`src/inc/gcd_pkg.sv`:
```
package gcd_pkg;
   // ------------------------------------------------------------
   // command word bits
   // ------------------------------------------------------------
   localparam logic [15:0] CMD_NONE = 16'h0000;
   localparam logic [15:0] CMD_LOAD = 16'h0001;
   localparam logic [15:0] CMD_STORE = 16'h0002;
   localparam logic [15:0] CMD_CLRDIR = 16'h0004;
   localparam logic [15:0] CMD_TEACH = 16'h0008;
   localparam logic [15:0] CMD_RECAL = 16'h0080;
   localparam logic [15:0] CMD_OUTER = 16'h0100;
   localparam logic [15:0] CMD_INNER = 16'h0200;
   localparam logic [15:0] CMD_FAULTACK = 16'h8000;
   localparam logic [15:0] CMD_DEFINED = 16'h838F;
   // ------------------------------------------------------------
   // travel profile codes
   // ------------------------------------------------------------
   localparam logic [7:0] PROF_OUT = 8'h3C;     // 60
   localparam logic [7:0] PROF_OUT_FEED = 8'h3F; // 63
   localparam logic [7:0] PROF_IN = 8'h46;      // 70
   localparam logic [7:0] PROF_IN_FEED = 8'h49;  // 73
   localparam logic [7:0] PROF_UNI = 8'h64;     // 100
   localparam logic [7:0] PROF_UNI_FEED = 8'h67; // 103
   localparam logic [7:0] PROF_RESET = 8'h64;
   // ------------------------------------------------------------
   // recipe store and state report layout
   // ------------------------------------------------------------
   localparam int RECIPE_MAX = 32;
   localparam int RCP_AW = 5;
   localparam int RCP_DW = 32;
   localparam int RCP_TEACH_LSB = 16;
   localparam int SR_PLC_ACTIVE = 6;
   localparam int SR_ACCEPTED = 12;
   localparam int SR_DIR_OUTER = 13;
   localparam int SR_DIR_INNER = 14;
   localparam int SR_FAULT = 15;
   localparam logic [7:0] FORCE_RESET = 8'h01;
   // ------------------------------------------------------------
   // timing
   // ------------------------------------------------------------
   localparam longint FEED_TIME_MS = 500;
   localparam longint CLK_PERIOD_PS = 4000;
   localparam longint FEED_CYCLES_DFLT = (FEED_TIME_MS * 64'd1000000000) / CLK_PERIOD_PS;
   typedef enum logic [1:0] {
      ST_IDLE = 2'b00,
      ST_READ = 2'b01,
      ST_APPLY = 2'b11
   } gcd_state_t;
endpackage : gcd_pkg

```
`src/inc/gcd_rcp_if.sv`:
```
`timescale 1ns/1ps
interface gcd_rcp_if;
   import gcd_pkg::*;
   logic [1:0] wrEn;
   logic rdEn;
   logic [RCP_AW-1:0] addr;
   logic [RCP_DW-1:0] wrData;
   logic [RCP_DW-1:0] rdData;
   modport ctrl (output wrEn, output rdEn, output addr, output wrData, input rdData);
   modport mem (input wrEn, input rdEn, input addr, input wrData, output rdData);
endinterface : gcd_rcp_if

```
`src/hw/gcd_cmd_decoder.sv`:
```
`timescale 1ns/1ps
module gcd_cmd_decoder
   import gcd_pkg::*;
#(
   parameter bit REDUCED_VARIANT = 1'b0,
   parameter int NUM_FAULTS = 8,
   parameter logic [NUM_FAULTS-1:0] FAULT_RESETTABLE = 8'h7F,
   parameter longint FEED_CYCLES = FEED_CYCLES_DFLT
) (
   input wire logic clk_sys,
   input wire logic resetn,
   input wire logic pdStrobe,
   input wire logic [15:0] command_word,
   input wire logic [7:0] travel_profile_select,
   input wire logic [7:0] recipe_index,
   input wire logic [15:0] expected_workpiece_position,
   input wire logic [7:0] gripForce,
   input wire logic [7:0] positionTolerance,
   input wire logic [15:0] actualPosition,
   input wire logic motionDone,
   input wire logic [NUM_FAULTS-1:0] faultRaw,
   output logic travel_outer,
   output logic travel_inner,
   output logic recalibrateStart,
   output logic outwardFast,
   output logic inwardFast,
   output logic postFeedActive,
   output logic [7:0] activeForce,
   output logic [7:0] activeTolerance,
   output logic [15:0] activeTeachPosition,
   output logic [NUM_FAULTS-1:0] faultActive,
   output logic [15:0] state_report_word
);
   initial begin
      if (NUM_FAULTS < 1 || NUM_FAULTS > 16) $error("gcd_cmd_decoder: bad NUM_FAULTS");
   end
   // ------------------------------------------------------------
   // state
   // ------------------------------------------------------------
   typedef struct packed {
      gcd_state_t state;
      logic [15:0] lastCmd;
      logic accepted;
      logic dirOuter;
      logic dirInner;
      logic movedInner;
      logic [7:0] force_;
      logic [7:0] tol;
      logic [15:0] teach;
      logic [7:0] profile;
      logic outFast;
      logic inFast;
      logic goOuter;
      logic goInner;
      logic recal;
      logic [NUM_FAULTS-1:0] faults;
   } gcd_st_t;
   gcd_st_t st;
   gcd_st_t next_st;

   gcd_rcp_if rcp ();
   logic feedStart;
   logic take;
   logic cmdValid;
   logic idxStored;
   logic [RCP_AW-1:0] slot;

   function automatic logic profileOk(input logic [7:0] p);
      logic ok;
      ok = (p == PROF_OUT) || (p == PROF_IN) || (p == PROF_UNI);
      if (!REDUCED_VARIANT) begin
         ok = ok || (p == PROF_OUT_FEED) || (p == PROF_IN_FEED) || (p == PROF_UNI_FEED);
      end
      return ok;
   endfunction : profileOk

   // ------------------------------------------------------------
   // command acceptance
   // ------------------------------------------------------------
   // a word acts once, when it differs from the last word taken; this is
   // what lets the controller hold a command across several data cycles
   assign take = pdStrobe && (st.state == ST_IDLE) && (command_word != st.lastCmd);
   assign cmdValid = (command_word == CMD_NONE) ||
      ($onehot(command_word) && ((command_word & ~CMD_DEFINED) == 16'h0000));
   assign idxStored = (recipe_index != 8'h00) && (int'(recipe_index) <= RECIPE_MAX);
   assign slot = RCP_AW'(recipe_index - 8'h01);

   always_comb begin
      next_st = st;
      next_st.goOuter = 1'b0;
      next_st.goInner = 1'b0;
      next_st.recal = 1'b0;
      rcp.wrEn = 2'b00;
      rcp.rdEn = 1'b0;
      rcp.addr = slot;
      rcp.wrData = {expected_workpiece_position, positionTolerance, gripForce};
      // non-resettable faults follow their source, resettable ones latch
      next_st.faults = (st.faults & FAULT_RESETTABLE) | faultRaw;
      if (take) begin
         next_st.lastCmd = command_word;
      end
      if (take && cmdValid) begin
         unique case (command_word)
            CMD_NONE: next_st.accepted = 1'b0;
            CMD_LOAD: begin
               if (recipe_index == 8'h00) begin
                  next_st.force_ = gripForce;
                  next_st.tol = positionTolerance;
                  next_st.teach = expected_workpiece_position;
                  next_st.accepted = 1'b1;
               end else if (idxStored) begin
                  rcp.rdEn = 1'b1;
                  next_st.state = ST_READ;
               end
            end
            CMD_STORE: begin
               if (idxStored) rcp.wrEn = 2'b11;
            end
            CMD_CLRDIR: begin
               next_st.dirOuter = 1'b0;
               next_st.dirInner = 1'b0;
            end
            CMD_TEACH: begin
               rcp.wrData[RCP_TEACH_LSB +: 16] = actualPosition;
               if (idxStored) rcp.wrEn = 2'b10;
            end
            CMD_RECAL: next_st.recal = 1'b1;
            CMD_OUTER: begin
               if (!st.dirOuter) begin
                  next_st.goOuter = 1'b1;
                  next_st.dirOuter = 1'b1;
                  next_st.dirInner = 1'b0;
                  next_st.movedInner = 1'b0;
               end
            end
            CMD_INNER: begin
               if (!st.dirInner) begin
                  next_st.goInner = 1'b1;
                  next_st.dirInner = 1'b1;
                  next_st.dirOuter = 1'b0;
                  next_st.movedInner = 1'b1;
               end
            end
            // a still present source sets its bit again, so set wins
            CMD_FAULTACK: next_st.faults = faultRaw;
            default: next_st.state = st.state;
         endcase
      end
      case (st.state)
         ST_IDLE: next_st.state = next_st.state;
         ST_READ: next_st.state = ST_APPLY;
         ST_APPLY: begin
            next_st.force_ = rcp.rdData[7:0];
            next_st.tol = rcp.rdData[15:8];
            next_st.teach = rcp.rdData[RCP_TEACH_LSB +: 16];
            next_st.accepted = 1'b1;
            next_st.state = ST_IDLE;
         end
         default: next_st.state = ST_IDLE;
      endcase
      // ------------------------------------------------------------
      // travel profile
      // ------------------------------------------------------------
      if (profileOk(travel_profile_select)) begin
         next_st.profile = travel_profile_select;
      end
      next_st.outFast = (next_st.profile == PROF_OUT) ||
         (next_st.profile == PROF_OUT_FEED);
      next_st.inFast = (next_st.profile == PROF_IN) ||
         (next_st.profile == PROF_IN_FEED);
   end

   // feed follows the end of the last travel, inner for PROF_OUT_FEED, outer for PROF_IN_FEED, either for PROF_UNI_FEED
   assign feedStart = motionDone && (
      (st.profile == PROF_UNI_FEED) ||
      (st.profile == PROF_OUT_FEED && st.movedInner) ||
      (st.profile == PROF_IN_FEED && !st.movedInner));

   always_ff @(posedge clk_sys or negedge resetn) begin
      if (!resetn) begin
         st <= '0;
         st.state <= ST_IDLE;
         st.profile <= PROF_RESET;
         st.force_ <= FORCE_RESET;
      end else begin
         st <= next_st;
      end
   end

   // ------------------------------------------------------------
   // submodules and outputs
   // ------------------------------------------------------------
   gcd_recipe_mem #(.DEPTH(RECIPE_MAX)) u_mem (
      .clk_sys(clk_sys),
      .resetn(resetn),
      .rcp(rcp.mem)
   );
   gcd_feed_timer #(.CYCLES(FEED_CYCLES)) u_feed (
      .clk_sys(clk_sys),
      .resetn(resetn),
      .start(feedStart),
      .active(postFeedActive)
   );

   assign travel_outer = st.goOuter;
   assign travel_inner = st.goInner;
   assign recalibrateStart = st.recal;
   assign outwardFast = st.outFast;
   assign inwardFast = st.inFast;
   assign activeForce = st.force_;
   assign activeTolerance = st.tol;
   assign activeTeachPosition = st.teach;
   assign faultActive = st.faults;
   always_comb begin
      state_report_word = 16'h0000;
      state_report_word[SR_PLC_ACTIVE] = 1'b1;
      state_report_word[SR_ACCEPTED] = st.accepted;
      state_report_word[SR_DIR_OUTER] = st.dirOuter;
      state_report_word[SR_DIR_INNER] = st.dirInner;
      state_report_word[SR_FAULT] = |st.faults;
   end
endmodule : gcd_cmd_decoder

```
`src/hw/gcd_feed_timer.sv`:
```
`timescale 1ns/1ps
module gcd_feed_timer #(
   parameter longint CYCLES = 1
) (
   input wire logic clk_sys,
   input wire logic resetn,
   input wire logic start,
   output logic active
);
   localparam int CW = $clog2(CYCLES + 1);
   initial begin
      if (CYCLES < 1) $error("gcd_feed_timer: CYCLES must be at least 1");
   end
   typedef struct packed {
      logic [CW-1:0] count;
      logic active;
   } gcd_tmr_st_t;
   gcd_tmr_st_t st;
   gcd_tmr_st_t next_st;

   // a restart while running stretches the feed to a full period again
   always_comb begin
      next_st = st;
      if (start) begin
         next_st.count = CW'(CYCLES);
         next_st.active = 1'b1;
      end else if (st.count != '0) begin
         next_st.count = st.count - 1'b1;
         next_st.active = (st.count != CW'(1));
      end
   end

   always_ff @(posedge clk_sys or negedge resetn) begin
      if (!resetn) begin
         st <= '0;
      end else begin
         st <= next_st;
      end
   end
   assign active = st.active;
endmodule : gcd_feed_timer

```
`src/hw/gcd_recipe_mem.sv`:
```
`timescale 1ns/1ps
module gcd_recipe_mem
   import gcd_pkg::*;
#(
   parameter int DEPTH = RECIPE_MAX
) (
   input wire logic clk_sys,
   input wire logic resetn,
   gcd_rcp_if.mem rcp
);
   initial begin
      if (DEPTH < 1 || DEPTH > (1 << RCP_AW)) $error("gcd_recipe_mem: bad DEPTH");
   end
   // ------------------------------------------------------------
   // storage, two independently written halves
   // ------------------------------------------------------------
   typedef struct packed {
      logic [RCP_DW-1:0] rdData;
   } gcd_mem_st_t;
   gcd_mem_st_t st;
   gcd_mem_st_t next_st;

   genvar h;
   generate
      for (h = 0; h < 2; h++) begin : g_half
         // each half owns its array; store writes both halves, teach writes only half 1
         logic [15:0] cells [DEPTH];
         always_ff @(posedge clk_sys) begin
            if (rcp.wrEn[h] && int'(rcp.addr) < DEPTH) begin
               cells[rcp.addr] <= rcp.wrData[h*16 +: 16];
            end
         end
      end
   endgenerate

   always_comb begin
      next_st = st;
      if (rcp.rdEn) begin
         next_st.rdData = (int'(rcp.addr) < DEPTH) ?
            {g_half[1].cells[rcp.addr], g_half[0].cells[rcp.addr]} : '0;
      end
   end

   always_ff @(posedge clk_sys or negedge resetn) begin
      if (!resetn) begin
         st <= '0;
      end else begin
         st <= next_st;
      end
   end
   assign rcp.rdData = st.rdData;
endmodule : gcd_recipe_mem

```
`config.mk`:
```
export PLATFORM = sky130hd
export DESIGN_NAME = gcd_cmd_decoder
export DESIGN_NICKNAME = d
export VERILOG_FILES = /design/src/inc/gcd_pkg.sv /design/src/inc/gcd_rcp_if.sv /design/src/hw/gcd_cmd_decoder.sv /design/src/hw/gcd_feed_timer.sv /design/src/hw/gcd_recipe_mem.sv
export SDC_FILE = /design/constraint.sdc
export NUM_CORES = 1
export LEC_CHECK = 0
export BUFFER_PORTS_ARGS = -buffer_cell sky130_fd_sc_hd__buf_2
export CAP_MARGIN = 30
export CELL_PAD_IN_SITES_DETAIL_PLACEMENT = 0
export CELL_PAD_IN_SITES_GLOBAL_PLACEMENT = 1
export CORE_ASPECT_RATIO = 0.9
export CORE_UTILIZATION = 57
export DETAILED_ROUTE_END_ITERATION = 10
export PLACE_DENSITY = 0.88
export SYNTH_ARGS = -nofsm -noshare
export SYNTH_HDL_FRONTEND = slang
export SYNTH_HIERARCHICAL = 1
export SYNTH_SLANG_ARGS = --single-unit
export TNS_END_PERCENT = 5
```
`constraint.sdc`:
```
create_clock -name clk_sys -period 6 [get_ports clk_sys]
set_input_delay 0.6 -clock clk_sys [delete_from_list [all_inputs] [get_ports clk_sys]]
set_output_delay 0.6 -clock clk_sys [all_outputs]
set_load 0.005 [all_outputs]
```
==> summary.txt <==
Die
  – I/O pin total: approximately 150
  – Core area: 0.08007 mm^2
  – FP Rows: 98
  – Die H: approximately 270 um
  – Die Area: a little over 0.08 mm^2
  – Initial Utilization: between 50% and 60%
  – Die X: approximately 300 um

Critical path
  – Worst EP required: 6380 ps
  – Slowest stage delay, CP: between 500 and 600 ps
  – Crit path kind: in -> reg
  – Element type at the critical path end: register
  – Crit-path slowest cell: fa_1
  – Crit path top cell by count: fa_1
  – Startpoint Class: primary input
  – WP data arrival: slightly below 6000 ps
  – Worst Path Max Fanout: 8
  – Crit-path cells: buf_2, inv_1, fa_1, inv_1, fa_1, fa_1, inv_1, fa_1, inv_1, ha_1, fa_1, nor4b_1, o21ai_0, nor2_1, nand2_1, a211o_1, nor2_1, nand2_1, nor2_1, buf_4

Timing
  – Worst Skew: around 28 ps
  – F_max: ~0.18 GHz
  – Final Hold Slack: between 60 and 70 ps
  – Final hold viol count: 0
  – RSZ-0062 raised after global routing: no
  – Tmin final: 5532 ps
  – Worst-Margin Slew: roughly 1200 ps
  – Max transition margin: between 15 and 20%
  – Fin. max-slew vios: 0
  – Fin crit share: around 92%
  – Final setup vio count: 0

Drt
  – Total wire length: 112700 um
  – Drt pass-1 iters: 6
  – # DRC: 0
  – Via density: 6.539
  – Wire per inst: 29.27 um
  – Initial DRC count: 3402
  – Via count: approximately 25000
  – Detail Route Antenna Nets: 0

Place
  – Port Buffer Count: 141
  – Gpl congestion: 0.9028
  – Placed cell area: 0.04933 mm^2
  – HPWL Detailed: 69970 um
  – Placed cells: 3641

Global route
  – Initial antenna violation count: 4
  – GRT Util Overall: 27.56%
  – Largest net degree at the start of global routing: between 100 and 150
  – Vias in the first global route: between 20000 and 30000
  – Grt total ovfl: 0
  – First-pass GRT wire length: 165000 um

Synthesis
  – Cell variety after synth: between 80 and 90
  – Post-synth ARST share: a little under an eighth
  – Ys Warns: 6
  – Post-synthesis cell count: 2472
  – Main flop type after synthesis: edfxtp_1
  – Synth Area per Inst: about 19 um^2
  – Number of flops mapped to enable cells by yosys: about 1000
  – Sequential share of the synthesized area: roughly three quarters
  – Mapped cell area: between 0.04 and 0.05 mm^2
  – Flop and latch count out of synthesis: between 1000 and 1500

Status
  – Outcome: finished, final reports clean

Final layout
  – Layout Nets: 2819
  – Most frequent cells in the layout: 1024 x edfxtp_1, 197 x mux4_2, 163 x nor2_1, 140 x buf_2, 133 x mux2i_1
  – Finished Layout Cells: 3850
  – Area Growth Syn to Fin: 14.04%
  – Post-route cell area: between 0.05 and 0.06 mm^2
  – Final-layout fill cell count: 5015
  – Share of cells above drive strength 1: 26.01%
  – Commonest non-fill, non-tap cell in the layout: edfxtp_1

Clocking
  – H-tree lvl count: 3
  – Post-CTS setup buffer count: 0
  – Total CTS buffers: 110
  – Clock sinks: between 1000 and 1500
  – Clk slew on worst S/H paths: approximately 60 ps
  – CTS root buf: clkbuf_16
  – CTS tree: yes
  – Clk_lat worst skew: ~680 ps
  – Clk buf depth: 3

Power
  – Max rail drop VDD: 0.0002676 V
  – Leakage power: about 0.018 uW
  – Power Total: between 15000 and 20000 uW
  – Pwr dens: ~320 mW/mm^2

Run
  – Max-Cap Viols: 0

Worst hold path
  – Hold Path Class: in -> reg
==> cell type report <==
type | count | area [um^2] | share of cell area, %
diodes | 1 | 2.502 | 0.004721
clock buffers | 136 | 2872 | 5.417
clock inverters | 69 | 738.2 | 1.393
inverters | 34 | 142.6 | 0.2691
multi-input cells | 1108 | 11130 | 20.99
flip-flops and latches | 1159 | 34130 | 64.39
well taps | 1050 | 1314 | 2.478
repair buffers | 293 | 2683 | 5.061
==> state kept, by name (all words and copies together), names as in the netlist, 3 cells and up <==
register and count:
activeForce 8, activeTeachPosition 16, activeTolerance 8, faultActive 8, st 27, state_report_word 3
u_feed/st 27, u_mem/g_half.cells 1024, u_mem/rcp.rdData 32
==> timing repair <==
item,4_1_cts,5_1_grt
gates resized for setup,0,0
hold buffers,1,0
hold endpoints to repair,56,0
==> cell usage after synthesis (34+ instances only) <==
library cell,count,area [um^2]
mux2i_1,133,1331
buf_4,82,615.6
dfrtp_1,131,3278
mux2_2,42,473.0
a31oi_1,35,219.0
buf_2,39,195.2
mux4_2,197,4437
clkbuf_1,43,161.4
a22oi_1,40,300.3
a21oi_1,72,360.4
inv_1,34,127.6
nor2_1,163,611.8
edfxtp_1,1024,30750
nand2_1,40,150.1
==> power breakdown <==
part | internal (uW) | switching (uW) | total (uW)
registers | 8850 | 80.4 | 8930
clock network | 4010 | 2930 | 6940
logic | 485 | 786 | 1270
==> cell families (layout without fill, tap and decap cells) <==
group / count (synthesis) / after routing / share of synthesized area (%)
AO/OA/AOI/OAI: 316 / 316 / 4.718
AND/OR/NAND/NOR: 347 / 347 / 3.898
buffers and inverters: 215 / 532 / 2.845
adder cells (fa/ha/maj): 21 / 21 / 0.7267
flip-flops: 1159 / 1159 / 73.43
XOR/XNOR: 35 / 35 / 0.6594
other: 2 / 13 / 0.01616
multiplexers: 377 / 377 / 13.71
==> critical path: cells and delay by family <==
| family | cells | cell delay [ps] |
|---|---|---|
| adder cells (fa/ha/maj) | 6 | 2600 |
| AND/OR/NAND/NOR | 6 | 1620 |
| buffers and inverters | 6 | 570 |
| AO/OA/AOI/OAI | 2 | 500 |
==> worst paths after layout <==
kind                                 startpoint                            to  slack (ps)  cells past startpoint
worst max-delay path            command_word[9]  u_mem/g_half[0].cells[26][6]         470                     20
worst min-delay path                faultRaw[7]                faultActive[7]          70                      1
worst max register to register     u_feed/st[1]                 u_feed/st[13]        2810                      7
worst min register to register           st[74]                        st[73]         490                      1
max in group asynchronous                resetn                        st[19]        4260                      4
min in group asynchronous                resetn                faultActive[2]         530                      2
==> through the flow <==
| step | worst slack [ps] | utilization [%] | setup TNS [ps] |
|---|---|---|---|
| after global placement | -73.68 | 61.56 | -11200 |
| after CTS | 550.2 | 66.13 | 0 |
| final | 467.8 | 66.20 | 0 |
| after detailed placement | -119.8 | 61.61 | -12050 |
| after floorplan | 92.79 | - | 0 |
| after global routing | 274.5 | 66.20 | 0 |
==> routing by layer <==
metal | vias to the layer above | GRT usage, % | part of all wire [%]
met5 | - | 0 | 0.020
met4 | 4 | 8.609 | 3.2
met3 | 232 | 8.117 | 11
met2 | 1515 | 42.45 | 47
met1 | 13010 | 38.23 | 38
li1 | 10410 | - | -
(Power assumes the default switching activity.)
